===== src/rtl/evq_params.svh =====
`ifndef EVQ_PARAMS_SVH
`define EVQ_PARAMS_SVH

`define OFS_EVT_CTRL 12'h040
`define OFS_EVT_STAT 12'h044
`define OFS_EVT_ADDR 12'h048
`define OFS_TXQ_CTRL 12'h050

`define EVT_CTRL_RST 32'h0000_0400
`define TXQ_CTRL_RST 32'h0060_0480

`define F_PAYLOAD_LSB 29
`define F_DEPTH_LSB 24
`define F_RETRY_LSB 21
`define F_PRIO_LSB 16
`define B_FLUSH 10
`define B_REQ 9
`define B_STEP 8
`define B_IS_TX 7
`define B_STAMP 5
`define B_OVF 3
`define B_RETRIES_IE 4
`define B_QEMPTY_IE 2
`define B_QNFULL_IE 0

`define OBJ_BYTES_PLAIN 32'h0000_000C
`define OBJ_BYTES_STAMP 32'h0000_0010

`endif


===== src/rtl/evq_pkg.sv =====
package evq_pkg;
    typedef logic [4:0] depth_sel_t;
    typedef logic [5:0] count_t;
    typedef logic [31:0] word_t;
    typedef enum logic [1:0]
    {
        RETRY_NONE = 2'h0,
        RETRY_THREE = 2'h1,
        RETRY_ALWAYS = 2'h2
    } retry_mode_t;
endpackage : evq_pkg


===== src/rtl/ring_ptr_if.sv =====
`timescale 1ns/1ps
`default_nettype none
interface ring_ptr_if;
    import evq_pkg::*;
    logic flush;
    logic push;
    logic pop;
    depth_sel_t depth_sel;
    count_t count;
    logic [4:0] head;
    logic [4:0] tail;
    logic overflow;
    modport owner (output flush, push, pop, depth_sel, input count, head, tail, overflow);
    modport tracker (input flush, push, pop, depth_sel, output count, head, tail, overflow);
endinterface : ring_ptr_if
`default_nettype wire


===== src/rtl/ring_ptr_tracker.sv =====
`timescale 1ns/1ps
`default_nettype none
module ring_ptr_tracker
(
    input wire logic clk,
    input wire logic nrst,
    ring_ptr_if.tracker rp
);
    import evq_pkg::*;

    count_t count_reg, count_next;
    logic [4:0] head_reg, head_next;
    logic [4:0] tail_reg, tail_next;
    logic ovf_reg, ovf_next;
    logic full, do_push, do_pop;

    function automatic logic [4:0] wrap_inc(input logic [4:0] p, input depth_sel_t last);
        wrap_inc = (p == last) ? 5'h00 : p + 5'h01;
    endfunction : wrap_inc

    always_comb
    begin
        full = (count_reg == ({1'b0, rp.depth_sel} + 6'h01));
        do_push = rp.push && !full;
        do_pop = rp.pop && (count_reg != 6'h00);
        count_next = count_reg;
        head_next = head_reg;
        tail_next = tail_reg;
        ovf_next = rp.push && full;
        if (do_push)
        begin
            head_next = wrap_inc(head_reg, rp.depth_sel);
        end
        if (do_pop)
        begin
            tail_next = wrap_inc(tail_reg, rp.depth_sel);
        end
        if (do_push && !do_pop)
        begin
            count_next = count_reg + 6'h01;
        end
        else if (do_pop && !do_push)
        begin
            count_next = count_reg - 6'h01;
        end
        if (rp.flush)
        begin
            count_next = 6'h00;
            head_next = 5'h00;
            tail_next = 5'h00;
            ovf_next = 1'b0;
        end
    end

    always_ff @(posedge clk or negedge nrst)
    begin
        if (!nrst)
        begin
            count_reg <= 6'h00;
            head_reg <= 5'h00;
            tail_reg <= 5'h00;
            ovf_reg <= 1'b0;
        end
        else
        begin
            count_reg <= count_next;
            head_reg <= head_next;
            tail_reg <= tail_next;
            ovf_reg <= ovf_next;
        end
    end

    assign rp.count = count_reg;
    assign rp.head = head_reg;
    assign rp.tail = tail_reg;
    assign rp.overflow = ovf_reg;
endmodule : ring_ptr_tracker
`default_nettype wire


===== src/rtl/tx_event_queue_ctrl.sv =====
`timescale 1ns/1ps
`default_nettype none
`include "evq_params.svh"
module tx_event_queue_ctrl
#(
    parameter logic [31:0] EVT_BASE_ADDR = 32'h0000_0400
)
(
    input wire logic CORE_CLK,
    input wire logic NRST,
    input wire logic CONFIG_MODE,
    input wire logic NORMAL_MODE,
    input wire logic RETRY_LIMIT_EN,
    input wire logic EVENT_PUSH,
    input wire logic QUEUE_ALL_SENT,
    input wire logic QUEUE_ABORTED,
    input wire logic REG_WR,
    input wire logic REG_RD,
    input wire logic [11:0] REG_ADDR,
    input wire logic [3:0] REG_BE,
    input wire evq_pkg::word_t REG_WDATA,
    output var evq_pkg::word_t REG_RDATA,
    output var evq_pkg::count_t EVENT_DEPTH,
    output var logic EVENT_STAMP_EN,
    output var logic [4:0] EVENT_HEAD_IDX,
    output var logic EVENT_IRQ,
    output var evq_pkg::count_t QUEUE_DEPTH,
    output var logic [6:0] QUEUE_SLOT_BYTES,
    output var logic [4:0] QUEUE_PRIORITY,
    output var evq_pkg::retry_mode_t QUEUE_RETRY_MODE,
    output var logic QUEUE_SEND_REQ,
    output var logic QUEUE_ABORT_REQ,
    output var logic [4:0] QUEUE_HEAD_IDX,
    output var logic QUEUE_FLUSH
);
    import evq_pkg::*;

    ring_ptr_if evt_rp ();

    ring_ptr_tracker u_evt_ring
    (
        .clk(CORE_CLK),
        .nrst(NRST),
        .rp(evt_rp)
    );

    function automatic word_t merge_bytes(input word_t old, input word_t wd, input logic [3:0] be);
        word_t r;
        r = old;
        for (int i = 0; i < 4; i++)
        begin
            if (be[i])
            begin
                r[8*i +: 8] = wd[8*i +: 8];
            end
        end
        merge_bytes = r;
    endfunction : merge_bytes

    function automatic count_t depth_of(input depth_sel_t sel);
        depth_of = {1'b0, sel} + 6'h01;
    endfunction : depth_of

    function automatic logic [6:0] payload_bytes(input logic [2:0] sel);
        case (sel)
            3'h0: payload_bytes = 7'h08;
            3'h1: payload_bytes = 7'h0C;
            3'h2: payload_bytes = 7'h10;
            3'h3: payload_bytes = 7'h14;
            3'h4: payload_bytes = 7'h18;
            3'h5: payload_bytes = 7'h20;
            3'h6: payload_bytes = 7'h30;
            default: payload_bytes = 7'h40;
        endcase
    endfunction : payload_bytes

    // Event buffer control state
    depth_sel_t evt_depth_reg, evt_depth_next;
    logic evt_stamp_reg, evt_stamp_next;
    logic [3:0] evt_ie_reg, evt_ie_next;
    logic evt_flush_reg, evt_flush_next;
    logic evt_ovf_reg, evt_ovf_next;
    logic evt_step;
    logic evt_full, evt_half, evt_ne;
    word_t evt_ctrl_rd, evt_stat_rd, evt_addr_rd, evt_wv;
    logic wr_evc, wr_evs;

    always_comb
    begin
        wr_evc = REG_WR && (REG_ADDR == `OFS_EVT_CTRL);
        wr_evs = REG_WR && (REG_ADDR == `OFS_EVT_STAT);
        evt_ctrl_rd = 32'h0000_0000;
        evt_ctrl_rd[`F_DEPTH_LSB +: 5] = evt_depth_reg;
        evt_ctrl_rd[`B_FLUSH] = evt_flush_reg;
        evt_ctrl_rd[`B_STAMP] = evt_stamp_reg;
        evt_ctrl_rd[3:0] = evt_ie_reg;
        evt_wv = merge_bytes(evt_ctrl_rd, REG_WDATA, REG_BE);
        evt_full = (evt_rp.count == depth_of(evt_depth_reg));
        evt_half = ({evt_rp.count, 1'b0} >= {1'b0, depth_of(evt_depth_reg)});
        evt_ne = (evt_rp.count != 6'h00);
        evt_stat_rd = {28'h000_0000, evt_ovf_reg, evt_full, evt_half, evt_ne};
        // tail address; stamped objects are larger
        evt_addr_rd = EVT_BASE_ADDR + {27'h000_0000, evt_rp.tail}
            * (evt_stamp_reg ? `OBJ_BYTES_STAMP : `OBJ_BYTES_PLAIN);
        evt_depth_next = evt_depth_reg;
        evt_stamp_next = evt_stamp_reg;
        evt_ie_next = evt_ie_reg;
        if (wr_evc && CONFIG_MODE)
        begin
            evt_depth_next = evt_wv[`F_DEPTH_LSB +: 5];
            evt_stamp_next = evt_wv[`B_STAMP];
        end
        if (wr_evc)
        begin
            evt_ie_next = evt_wv[3:0];
        end
        evt_flush_next = wr_evc && evt_wv[`B_FLUSH] && !evt_flush_reg;
        // step is a pulse, never stored
        evt_step = wr_evc && evt_wv[`B_STEP];
        // sticky, set wins over software clear
        evt_ovf_next = evt_rp.overflow
            || (evt_ovf_reg && !(wr_evs && REG_BE[0] && !REG_WDATA[`B_OVF]));
    end

    always_ff @(posedge CORE_CLK or negedge NRST)
    begin
        if (!NRST)
        begin
            evt_depth_reg <= 5'(`EVT_CTRL_RST >> `F_DEPTH_LSB);
            evt_stamp_reg <= 1'(`EVT_CTRL_RST >> `B_STAMP);
            evt_ie_reg <= 4'h0;
            evt_flush_reg <= 1'b1;
            evt_ovf_reg <= 1'b0;
        end
        else
        begin
            evt_depth_reg <= evt_depth_next;
            evt_stamp_reg <= evt_stamp_next;
            evt_ie_reg <= evt_ie_next;
            evt_flush_reg <= evt_flush_next;
            evt_ovf_reg <= evt_ovf_next;
        end
    end

    assign evt_rp.flush = evt_flush_reg;
    assign evt_rp.push = EVENT_PUSH;
    assign evt_rp.pop = evt_step;
    assign evt_rp.depth_sel = evt_depth_reg;

    // Transmit queue control state
    logic [2:0] q_pay_reg, q_pay_next;
    depth_sel_t q_depth_reg, q_depth_next;
    logic [1:0] q_retry_reg, q_retry_next;
    logic [4:0] q_prio_reg, q_prio_next;
    logic q_flush_reg, q_flush_next;
    logic q_req_reg, q_req_next;
    logic [2:0] q_ie_reg, q_ie_next;
    logic [4:0] q_head_reg, q_head_next;
    logic q_abort;
    word_t q_ctrl_rd, q_wv;
    logic wr_q;

    always_comb
    begin
        wr_q = REG_WR && (REG_ADDR == `OFS_TXQ_CTRL);
        q_ctrl_rd = 32'h0000_0000;
        q_ctrl_rd[`F_PAYLOAD_LSB +: 3] = q_pay_reg;
        q_ctrl_rd[`F_DEPTH_LSB +: 5] = q_depth_reg;
        q_ctrl_rd[`F_RETRY_LSB +: 2] = q_retry_reg;
        q_ctrl_rd[`F_PRIO_LSB +: 5] = q_prio_reg;
        q_ctrl_rd[`B_FLUSH] = q_flush_reg;
        q_ctrl_rd[`B_REQ] = q_req_reg;
        q_ctrl_rd[`B_IS_TX] = 1'b1;
        q_ctrl_rd[`B_RETRIES_IE] = q_ie_reg[2];
        q_ctrl_rd[`B_QEMPTY_IE] = q_ie_reg[1];
        q_ctrl_rd[`B_QNFULL_IE] = q_ie_reg[0];
        q_wv = merge_bytes(q_ctrl_rd, REG_WDATA, REG_BE);
        q_pay_next = q_pay_reg;
        q_depth_next = q_depth_reg;
        q_retry_next = q_retry_reg;
        q_prio_next = q_prio_reg;
        q_ie_next = q_ie_reg;
        q_head_next = q_head_reg;
        if (wr_q && CONFIG_MODE)
        begin
            q_pay_next = q_wv[`F_PAYLOAD_LSB +: 3];
            q_depth_next = q_wv[`F_DEPTH_LSB +: 5];
            q_retry_next = q_wv[`F_RETRY_LSB +: 2];
            q_prio_next = q_wv[`F_PRIO_LSB +: 5];
        end
        if (wr_q)
        begin
            q_ie_next = {q_wv[`B_RETRIES_IE], q_wv[`B_QEMPTY_IE], q_wv[`B_QNFULL_IE]};
        end
        // held in configuration, released in normal mode
        if (CONFIG_MODE)
        begin
            q_flush_next = 1'b1;
        end
        else if (NORMAL_MODE)
        begin
            q_flush_next = 1'b0;
        end
        else
        begin
            q_flush_next = q_flush_reg || (wr_q && q_wv[`B_FLUSH]);
        end
        // software clear of a set request asks for abort
        q_abort = wr_q && REG_BE[1] && !REG_WDATA[`B_REQ] && q_req_reg && !q_flush_reg;
        q_req_next = q_req_reg;
        if (QUEUE_ALL_SENT || QUEUE_ABORTED || q_abort)
        begin
            q_req_next = 1'b0;
        end
        // set wins over a hardware clear
        // Only a written one sets, so a byte-0 write cannot revive a cleared request
        if (wr_q && REG_BE[1] && REG_WDATA[`B_REQ] && !q_flush_reg)
        begin
            q_req_next = 1'b1;
        end
        if (wr_q && q_wv[`B_STEP])
        begin
            q_head_next = (q_head_reg == q_depth_reg) ? 5'h00 : q_head_reg + 5'h01;
        end
        // queue reset clears request and head
        if (q_flush_reg)
        begin
            q_req_next = 1'b0;
            q_head_next = 5'h00;
        end
    end

    always_ff @(posedge CORE_CLK or negedge NRST)
    begin
        if (!NRST)
        begin
            q_pay_reg <= 3'(`TXQ_CTRL_RST >> `F_PAYLOAD_LSB);
            q_depth_reg <= 5'(`TXQ_CTRL_RST >> `F_DEPTH_LSB);
            q_retry_reg <= 2'(`TXQ_CTRL_RST >> `F_RETRY_LSB);
            q_prio_reg <= 5'(`TXQ_CTRL_RST >> `F_PRIO_LSB);
            q_flush_reg <= 1'b1;
            q_req_reg <= 1'b0;
            q_ie_reg <= 3'h0;
            q_head_reg <= 5'h00;
        end
        else
        begin
            q_pay_reg <= q_pay_next;
            q_depth_reg <= q_depth_next;
            q_retry_reg <= q_retry_next;
            q_prio_reg <= q_prio_next;
            q_flush_reg <= q_flush_next;
            q_req_reg <= q_req_next;
            q_ie_reg <= q_ie_next;
            q_head_reg <= q_head_next;
        end
    end

    // Registered outputs, so every pin comes straight from a flop
    word_t rdata_next;
    logic irq_next;
    retry_mode_t retry_next;

    always_comb
    begin
        rdata_next = REG_RDATA;
        if (REG_RD)
        begin
            // Unmapped offsets answer zero
            case (REG_ADDR)
                `OFS_EVT_CTRL: rdata_next = evt_ctrl_rd;
                `OFS_EVT_STAT: rdata_next = evt_stat_rd;
                `OFS_EVT_ADDR: rdata_next = evt_addr_rd;
                `OFS_TXQ_CTRL: rdata_next = q_ctrl_rd;
                default: rdata_next = 32'h0000_0000;
            endcase
        end
        irq_next = |({evt_ovf_reg, evt_full, evt_half, evt_ne} & evt_ie_reg);
        // without global limit, retries never stop
        if (!RETRY_LIMIT_EN || q_retry_reg[1])
        begin
            retry_next = RETRY_ALWAYS;
        end
        else if (q_retry_reg[0])
        begin
            retry_next = RETRY_THREE;
        end
        else
        begin
            retry_next = RETRY_NONE;
        end
    end

    always_ff @(posedge CORE_CLK or negedge NRST)
    begin
        if (!NRST)
        begin
            REG_RDATA <= 32'h0000_0000;
            EVENT_DEPTH <= 6'h01;
            EVENT_IRQ <= 1'b0;
            QUEUE_DEPTH <= 6'h01;
            QUEUE_SLOT_BYTES <= 7'h08;
            QUEUE_RETRY_MODE <= RETRY_ALWAYS;
            QUEUE_ABORT_REQ <= 1'b0;
        end
        else
        begin
            REG_RDATA <= rdata_next;
            EVENT_DEPTH <= depth_of(evt_depth_reg);
            EVENT_IRQ <= irq_next;
            QUEUE_DEPTH <= depth_of(q_depth_reg);
            QUEUE_SLOT_BYTES <= payload_bytes(q_pay_reg);
            QUEUE_RETRY_MODE <= retry_next;
            QUEUE_ABORT_REQ <= q_abort;
        end
    end

    // stamp enable to the event writer
    assign EVENT_STAMP_EN = evt_stamp_reg;
    assign EVENT_HEAD_IDX = evt_rp.head;
    assign QUEUE_PRIORITY = q_prio_reg;
    assign QUEUE_SEND_REQ = q_req_reg;
    assign QUEUE_HEAD_IDX = q_head_reg;
    assign QUEUE_FLUSH = q_flush_reg;
endmodule : tx_event_queue_ctrl
`default_nettype wire


===== config.mk =====
export PLATFORM = sky130hd
export DESIGN_NAME = tx_event_queue_ctrl
export DESIGN_NICKNAME = d
export VERILOG_FILES = /design/src/rtl/evq_pkg.sv /design/src/rtl/ring_ptr_if.sv /design/src/rtl/ring_ptr_tracker.sv /design/src/rtl/tx_event_queue_ctrl.sv
export VERILOG_INCLUDE_DIRS = /design/src /design/src/rtl
export SDC_FILE = /design/constraint.sdc
export NUM_CORES = 1
export LEC_CHECK = 0
export ABC_AREA = 0
export BUFFER_PORTS_ARGS = -buffer_cell sky130_fd_sc_hd__buf_2
export CORE_UTILIZATION = 49
export CTS_CLUSTER_SIZE = 10
export DETAILED_ROUTE_END_ITERATION = 8
export PLACE_DENSITY = 0.73
export SLEW_MARGIN = 5
export SYNTH_ARGS = -nofsm -noshare
export SYNTH_HDL_FRONTEND = slang
export SYNTH_SLANG_ARGS = --single-unit

===== constraint.sdc =====
create_clock -name CORE_CLK -period 3.35 [get_ports CORE_CLK]
set_input_delay 0.335 -clock CORE_CLK [delete_from_list [all_inputs] [get_ports CORE_CLK]]
set_output_delay 0.335 -clock CORE_CLK [all_outputs]
set_load 0.02 [all_outputs]

-- Word level (Yosys, flattened, before mapping)
Cells that the tools add are included.
Widths: inputs -> output; s select.
- word-level logic and storage cells: 126
- flip-flop bits (word level): 109
- input port bits: 58
- output and inout port bits: 73
- $add $sub $neg: 8
- muxes and demuxes: 25
- reductions and logical operators: 52
- magnitude comparators: 1
- multiply operators: 1
- eq/ne operators: 14
- bitwise gates (word level): 1
- operators by type and width (cell ; number):
    $pmux 32 s4 ; 1
    $mux 5 ; 10
    $pmux 7 s7 ; 1
    $eq 12x7->1 const B ; 4
    $logic_and 1x1->1 ; 24
    $mux 6 ; 3
    $add 5x1->5 const B ; 3
    $eq 5x5->1 ; 3
    $add 11x10->12 const A ; 1
    $add 5x1->6 const B ; 2
    $reduce_and 2->1 ; 6
    $mul 5x5->10 ; 1
    $eq 3x3->1 const B ; 3
    $logic_not 1->1 ; 9
    $ge 7x6->1 ; 1
    $mux 1 ; 7
    $add 6x1->6 const B ; 1
    $eq 3x2->1 const B ; 2
    $eq 6x6->1 ; 1
    $mux 3 ; 2
    $reduce_bool 2->1 ; 3
    $reduce_bool 3->1 ; 2
    $reduce_bool 6->1 ; 1
    $sub 6x1->6 const B ; 1
    other kinds (6) ; 10

-- Depth between registers and ports, before layout
Gate-level depths: netlist of run 1.
- word-level depth: 10
- gate-level depth with buffers: 16
- mapped depth without buffers: 14

-- Modules after synthesis
A second synthesis of run 1 with hierarchy kept.
- cells, all modules: 562
- area total of the unflattened synthesis: 5749.3 um2
- by module, submodules not included (module ; times used ; sequential area each (um2) ; cells each ; area an instance (um2)):
    tx_event_queue_ctrl ; 1 ; 2137.0 ; 407 ; 4376.7
    ring_ptr_tracker ; 1 ; 425.4 ; 155 ; 1372.6

-- Least setup slack after synthesis of run 1
No wires, ideal clock.
- path type: register -> register
- from: reg evt_depth_reg[0]
- to: reg u_evt_ring.count_reg[5], in the netlist u_evt_ring.rp.count[5]
- setup slack: -0.212 ns
- path buffers: 2
- clock period less this slack: 3.562 ns
- arrival time: 3.426 ns
- stages on the path, launching flop included: 15
- library setup time: 0.136 ns
- data required time: 3.214 ns
- path through: dfrtp_1 buf_2 nand3_2 xor2_1 o2111a_1 a21boi_0 buf_2 nand2_1 ha_1 a211oi_1 o21bai_1 a21o_1 o211a_1 a2111oi_0 nand3_1
- cells in the longest elaborated chain, start to end: 7
- elaborated cells between the ends (all ways): 10
- classes of those cells: 1 x add/sub; 1 x eq/ne; 2 x mux; 6 x reduce/logical
- ends and longest elaborated chain (item ; line ; text):
    start, declared ; tx_event_queue_ctrl.sv:78 ; depth_sel_t evt_depth_reg, evt_depth_next;
    start signal, assigned ; tx_event_queue_ctrl.sv:129 ; evt_depth_reg <= 5'(`EVT_CTRL_RST >> `F_DEPTH_LSB);
    start signal, assigned ; tx_event_queue_ctrl.sv:137 ; evt_depth_reg <= evt_depth_next;
    $add 5x1->6 * ; ring_ptr_tracker.sv:23 ; full = (count_reg == ({1'b0, rp.depth_sel} + 6'h01));
    $eq 6x6->1 * ; ring_ptr_tracker.sv:23 ;
    $logic_not 1->1 * ; ring_ptr_tracker.sv:24 ; do_push = rp.push && !full;
    $logic_and 1x1->1 * ; ring_ptr_tracker.sv:24 ;
    $logic_and 1x1->1 or $logic_not 1->1 (tied branches) ; ring_ptr_tracker.sv:38, ring_ptr_tracker.sv:42 ;
    $mux 6 or $logic_and 1x1->1 (tied branches) ; ring_ptr_tracker.sv:38, ring_ptr_tracker.sv:42 ;
    $mux 6 or $reduce_bool 3->1 (tied branches) ; - ;
    end signal, assigned ; ring_ptr_tracker.sv:66 ; count_reg <= count_next;
    end, declared ; ring_ptr_tracker.sv:11 ; count_t count_reg, count_next;
Mark *: on every way between the ends. The rest lies on a longest branch, timed or not.
A chain may end at the register's enable or synchronous reset.

-- Worst setup path after layout of run 1
- from: reg evt_depth_reg[0]
- to: reg u_evt_ring.count_reg[4], in the netlist u_evt_ring.rp.count[4]
The elaborated chain is that of the path after synthesis.

==> impl_metrics.env, run 1 <==
export IMPL_status="finished clean"
export IMPL_fin_worst_skew_ns=0.00736
export IMPL_tightest_slew_ns=0.838
export IMPL_coreArea_um2=11100
export IMPL_drc=0
export IMPL_nFillCells=941
export IMPL_arrival_ns=3.44
export IMPL_cts_tree="done"
export IMPL_grt_busiest_layer="met2"
export IMPL_combinationalPowerShare_pct=26.7
export IMPL_first_pass_iters=5
export IMPL_ioPinCount=131
export IMPL_p_leak_uw=0.00340
export IMPL_cap_violations=0
export IMPL_cp_num_buf_inv=1
export IMPL_yosysWarnings=0
export IMPL_antenna_found_initial=1
export IMPL_die_h_um=110
export IMPL_seqPwrFrac_pct=41.9
export IMPL_dp_hpwl_um=10800
export IMPL_critPathKind="reg2reg"
export IMPL_drt_iter0_drc=477
export IMPL_critPathTopFamily="simple AND/OR/NAND/NOR gates"
export IMPL_cts_buffers=9
export IMPL_die_area_um2=12000
export IMPL_final_common_cell="buf_2"
export IMPL_cp_common_cell="xnor2_1"
export IMPL_crit_cells=14
export IMPL_synthFlopType="dfrtp_1"
export IMPL_num_rows=38
export IMPL_synth_cell_types=70
export IMPL_switching_power_uw=1190
export IMPL_top_register="REG_RDATA"
export IMPL_multi_input_area_um2=2860
export IMPL_ir_drop_uv=459
export IMPL_gr_total_overflow=0
export IMPL_cts_buffer_depth=2
export IMPL_swShare_pct=33.8
export IMPL_cp_max_fo=6
export IMPL_power_density_nw_per_um2=519
export IMPL_hold_ws_ns=0.00576
export IMPL_cpPeakStageDelay_ns=0.54
export IMPL_maxSlewHeadroom_pct=44.1
export IMPL_met3_usage_pct=4.33
export IMPL_hold_viol_final=0
export IMPL_layout_drive_gt1_share_pct=29.7
export IMPL_max_freq_mhz=310
export IMPL_grt_max_degree=54
export IMPL_vias=4799
export IMPL_hp_class="in2async"
export IMPL_crit_required_ns=3.57
export IMPL_yosysSeqAreaShare_pct=45.1
export IMPL_synth_area_um2=5680
export IMPL_grt_first_pass_wirelength_um=22900
export IMPL_synth_edf_count=0
export IMPL_clockRootBuffer="clkbuf_16"
export IMPL_post_route_period_util_pct=96.1
export IMPL_register_area_um2=2570
export IMPL_finalCriticalPeriod_ns=3.22
export IMPL_slew_violations=0
export IMPL_port_buffers=115
export IMPL_path_cells="ha_1 -> xor2_2 -> xnor2_1 -> o2111a_1 -> a21boi_2 -> nand2_2 -> inv_1 -> fa_1 -> nor2b_1 -> o21ai_0 -> nand2b_1 -> xnor2_1 -> nor4_1 -> or4_1"
export IMPL_rsz0062_at_grt="false"
export IMPL_power_frac_clock_pct=31.4
export IMPL_worstRegToRegCells=14
export IMPL_routabilityCongestion=0.901
export IMPL_grtUsageTotal_pct=25.2
export IMPL_avgSynthCellArea_um2=10.0
export IMPL_intPower_uw=2330
export IMPL_htree_levels=3
export IMPL_layout_common_cells="114 x buf_2, 91 x dfrtp_1, 39 x nor2_1, 34 x inv_1"
export IMPL_place_ws_ns=-0.00891
export IMPL_crit_slowest_cell="or4_1"
export IMPL_grt_pass1_vias=4578
export IMPL_start_kind="flop"
export IMPL_synthCells=566
export IMPL_setup_slack_ns=0.129
export IMPL_p_total_uw=3520
export IMPL_ys_async_sr_fraction_pct=100
export IMPL_die_x_um=110
export IMPL_largest_reg_flops=27
export IMPL_routedWlPerCell_um=17.7
export IMPL_setup_viol=0
export IMPL_ys_seq_elements=102
export IMPL_use_met2_pct=41.8
export IMPL_clkLatencyLatePin_ns=0.35
export IMPL_syn_to_final_growth_pct=19.4
export IMPL_routed_wl_um=14700
export IMPL_cts_sinks=102
export IMPL_setup_reg_to_reg_worst_slack_ns=0.13
export IMPL_start_util_pct=51.2
export IMPL_fin_nets=773
export IMPL_clk_pin_slew_ns=0.08
export IMPL_via_per_inst=5.80
export IMPL_endpoint_kind="flop"
export IMPL_use_met1_pct=32.6
export IMPL_ant_nets=0
-- stage by stage --
step	TNS [ns]	instances	area, um^2	utilization (%)
6_report	0	827	6780	61.2
5_1_grt	0	827	6780	61.2
4_1_cts	0	824	6740	60.8
3_5_place_dp	-0.00891	808	6420	58.0
3_3_place_gp	0	808	6420	58.0
2_1_floorplan	0	573	5720	-
-- Yosys cell counts (12+ instances only) --
| cell | number | share of area, % |
|---|---|---|
| a21oi_1 | 26 | 2.3 |
| o21ai_0 | 28 | 2.5 |
| ha_1 | 31 | 6.8 |
| nand3_1 | 31 | 2.7 |
| inv_1 | 34 | 2.2 |
| nand2_1 | 29 | 1.9 |
| xnor2_1 | 16 | 2.5 |
| dfrtp_1 | 94 | 41 |
| nor2b_1 | 12 | 1.3 |
| mux2_2 | 27 | 5.4 |
| nor2_1 | 39 | 2.6 |
| clkbuf_1 | 24 | 1.6 |
| xor2_1 | 18 | 2.8 |
-- routing by layer --
layer | vias to the layer above | wire length [um]
met5 | - | 0
met4 | 0 | 298
met3 | 25 | 983
met2 | 200 | 7230
met1 | 2348 | 6150
li1 | 2226 | -
-- cell type report --
class                      instances  share of cell area [%]
clock inverter                     7                    1.31
tap                              140                    2.58
sequential                       102                    37.8
clock buffer                       9                    3.32
inverter                          34                    1.88
multi-input combinational        398                    42.2
antenna                            1                  0.0369
timing repair buffer             136                    10.9
-- power by group through the flow --
| stage | logic (uW) | registers, uW | clock network, uW |
|---|---|---|---|
| global route | 1040 | 1490 | 1160 |
| finish | 939 | 1480 | 1110 |
| detailed placement | 911 | 1490 | 0 |
| global placement | 868 | 1490 | 0 |
| CTS | 918 | 1470 | 1120 |
| floorplan | 620 | 1490 | 0 |
-- what timing repair did --
action | in CTS | in global routing
hold buffers | 0 | 0
setup buffers | 0 | 2
gates resized for setup | 1 | 6
setup endpoints to repair | 2 | 2
-- cells by family after synthesis --
group	after synthesis	share of synthesized area (%)
xor gates and xnor gates	35	5.64
muxes	30	5.88
DFF	102	45.1
and+or+nand+nor	176	16.3
AOI/OAI and AO/OA	114	13.5
adders and majority gates	34	7.89
buffers and inverters	73	5.53
other	2	0.132
-- worst paths after layout --
| check | from | endpoint |
|---|---|---|
| min | NRST | EVENT_IRQ$_DFF_PN0_ |
| max in group asynchronous | NRST | QUEUE_SLOT_BYTES[3]$_DFF_PN1_ |
| min reg2reg | u_evt_ring.rp.overflow$_DFF_PN0_ | evt_ovf_reg$_DFF_PN0_ |
| max reg2reg | evt_depth_reg[0]$_DFFE_PN0P_ | u_evt_ring.rp.count[4]$_DFFE_PN0P_ |
| min in group CORE_CLK | RETRY_LIMIT_EN | QUEUE_RETRY_MODE[1]$_DFF_PN1_ |
| max | evt_depth_reg[0]$_DFFE_PN0P_ | u_evt_ring.rp.count[4]$_DFFE_PN0P_ |
No activity file was read; power rests on OpenSTA's default activity.
==> run 2: changes to the inputs <==
Settings changed: BUFFER_PORTS_ARGS -buffer_cell sky130_fd_sc_hd__buf_2 to -buffer_cell sky130_fd_sc_hd__clkbuf_2, CORE_UTILIZATION 49 to 50, CTS_BUF_LIST from default to sky130_fd_sc_hd__clkbuf_2, PLACE_DENSITY 0.73 to 0.74.
==> run 2 against run 1 <==
Final area increased by 2.4%. Combinational power increased by 9.7%. Sequential share of layout area decreased by 0.87 points. Sequential power barely moved. Non-clock buffer count increased by 36. Via count grew 2.0%. Hold slack gained 0.099 ns. Routed wire length is 2.0% higher. Worst setup slack got worse by 0.054 ns. Global-route usage up 0.88 points. Clock skew grew 0.048 ns. Register-to-register slack worse by 0.05 ns.
==> impl_metrics.env, run 2 (synthesis gave the netlist of run 1 again) <==
export IMPL_status="finished clean"
export IMPL_maxSlewHeadroom_pct=38.0
export IMPL_cp_max_fo=4
export IMPL_intPower_uw=1970
export IMPL_fin_worst_skew_ns=0.0557
export IMPL_die_x_um=109
export IMPL_multi_input_area_um2=2880
export IMPL_final_core_util_pct=63.5
export IMPL_coreArea_um2=10900
export IMPL_vias=4896
export IMPL_htree_levels=3
export IMPL_start_util_pct=51.9
export IMPL_grt_pass1_vias=4786
export IMPL_combinationalPowerShare_pct=33.1
export IMPL_largest_reg_flops=27
export IMPL_arrival_ns=3.82
export IMPL_cts_buffer_depth=2
export IMPL_drt_iter0_drc=520
export IMPL_ioPinCount=131
export IMPL_register_area_um2=2570
export IMPL_p_leak_uw=0.00345
export IMPL_tightest_slew_ns=0.931
export IMPL_routed_wl_um=14900
export IMPL_hold_viol_final=0
export IMPL_hp_class="in2reg"
export IMPL_num_rows=38
export IMPL_nFillCells=903
export IMPL_via_per_inst=5.68
export IMPL_layout_common_cells="123 x clkbuf_2, 91 x dfrtp_1, 39 x nor2_1, 34 x inv_1"
export IMPL_cts_tree="done"
export IMPL_crit_required_ns=3.90
export IMPL_dp_cells=808
export IMPL_cap_violations=0
export IMPL_die_area_um2=11800
export IMPL_die_h_um=109
export IMPL_first_pass_iters=5
export IMPL_clockRootBuffer="clkbuf_2"
export IMPL_switching_power_uw=1140
export IMPL_swShare_pct=36.7
export IMPL_antenna_cells=0
export IMPL_antenna_found_initial=0
export IMPL_setup_viol=0
export IMPL_clk_pin_slew_ns=0.30
export IMPL_cts_buffers=9
export IMPL_gr_total_overflow=0
export IMPL_post_route_period_util_pct=97.8
export IMPL_endpoint_kind="flop"
export IMPL_start_kind="flop"
export IMPL_fin_nets=809
export IMPL_clkLatencyLatePin_ns=0.63
export IMPL_top_register="REG_RDATA"
export IMPL_slew_violations=0
export IMPL_ant_nets=0
export IMPL_critPathKind="reg2reg"
export IMPL_final_common_cell="clkbuf_2"
export IMPL_power_frac_clock_pct=19.7
export IMPL_layout_drive_gt1_share_pct=29.4
export IMPL_stdcell_count=862
export IMPL_drc=0
export IMPL_routabilityCongestion=0.866
export IMPL_max_freq_mhz=305
export IMPL_syn_to_final_growth_pct=22.3
export IMPL_seqPwrFrac_pct=47.2
export IMPL_finalCriticalPeriod_ns=3.27
export IMPL_grt_max_degree=73
export IMPL_dp_hpwl_um=10600
export IMPL_ir_drop_uv=358
export IMPL_routedWlPerCell_um=17.3
export IMPL_grtUsageTotal_pct=26.0
export IMPL_grt_first_pass_wirelength_um=23500
export IMPL_port_buffers=115
export IMPL_cts_sinks=102
export IMPL_power_density_nw_per_um2=448
[run 2: cell types whose count changed in the layout (fill, tap and decap cells not counted), moves of 2 or more]
cell / delta
clkbuf_2: +123
buf_2: -114
dlygate4sd3_1: +30
buf_4: +6
clkinv_1: +2
clkbuf_16: -9
[run 2: worst paths after layout]
path | startpoint | to | slack, ns | cells past startpoint
worst max-delay path | evt_depth_reg[2]$_DFFE_PN0P_ | u_evt_ring.rp.count[4]$_DFFE_PN0P_ | 0.08 | 14
worst min register to register | u_evt_ring.rp.overflow$_DFF_PN0_ | evt_ovf_reg$_DFF_PN0_ | 0.46 | 1
max in group asynchronous | NRST | q_retry_reg[1]$_DFFE_PN1P_ | 2.18 | 3
min in group asynchronous | NRST | u_evt_ring.rp.count[4]$_DFFE_PN0P_ | 0.33 | 2
worst min-delay path | REG_BE[0] | evt_ovf_reg$_DFF_PN0_ | 0.10 | 3
worst max register to register | evt_depth_reg[2]$_DFFE_PN0P_ | u_evt_ring.rp.count[4]$_DFFE_PN0P_ | 0.08 | 14
[run 2: per-stage QoR]
| step | cell area [um^2] | TNS, ns | hold slack (ns) | setup slack (ns) | power [uW] |
|---|---|---|---|---|---|
| floorplan | 5720 | 0 | 0.0394 | 0.000638 | 2110 |
| global placement | 6420 | 0 | 0.409 | 0.199 | 2360 |
| detailed placement | 6420 | 0 | 0.420 | 0.0517 | 2420 |
| CTS | 6830 | 0 | 0.00144 | 0.00798 | 3060 |
| global route | 6940 | -0.111 | 0.0687 | -0.0843 | 3270 |
| finish | 6940 | 0 | 0.105 | 0.0751 | 3110 |
[run 2: what timing repair did]
| action | CTS | global route |
|---|---|---|
| gates resized for setup | 0 | 11 |
| endpoints found under the setup margin | 0 | 3 |
| buffers inserted | 0 | 8 |
| endpoints found under the hold margin | 100 | 2 |
| hold buffers | 29 | 1 |
[run 2: metal layers]
metal  wire length, um  part of all wire, %  GRT usage, %
met5                 0                    0             0
met4               300                  2.0          9.65
met3               781                  5.2          4.70
met2              7470                   50          44.0
met1              6400                   43          33.2
[run 2: layout make-up]
| type | instances | share of cell area [%] |
|---|---|---|
| multi-input cells | 398 | 41.4 |
| flip-flops and latches | 102 | 37.0 |
| repair buffers | 172 | 15.6 |
| well taps | 140 | 2.52 |
| inverters | 34 | 1.84 |
| clock inverters | 7 | 0.992 |
| clock buffers | 9 | 0.649 |
[run 2: worst max-delay path, cell delays in order, from the launching register on]
cell and delay [ns]:
dfrtp_1 0.49, buf_4 0.18, nand3_2 0.12, xnor2_2 0.18
a2111oi_4 0.41, a21boi_2 0.13, nand2_2 0.13, inv_1 0.07
fa_2 0.37, nor2b_1 0.16, o21ai_0 0.10, nand2b_1 0.12
xnor2_2 0.14, nor4_1 0.06, or4_1 0.53
[run 2: power by group through the flow]
stage / sequential, uW / combinational (uW) / clock, uW
final: 1470 / 1030 / 612
after global routing: 1480 / 1120 / 672
after CTS: 1460 / 968 / 625
after detailed placement: 1490 / 934 / 0
after global placement: 1480 / 886 / 0
after floorplan: 1490 / 620 / 0
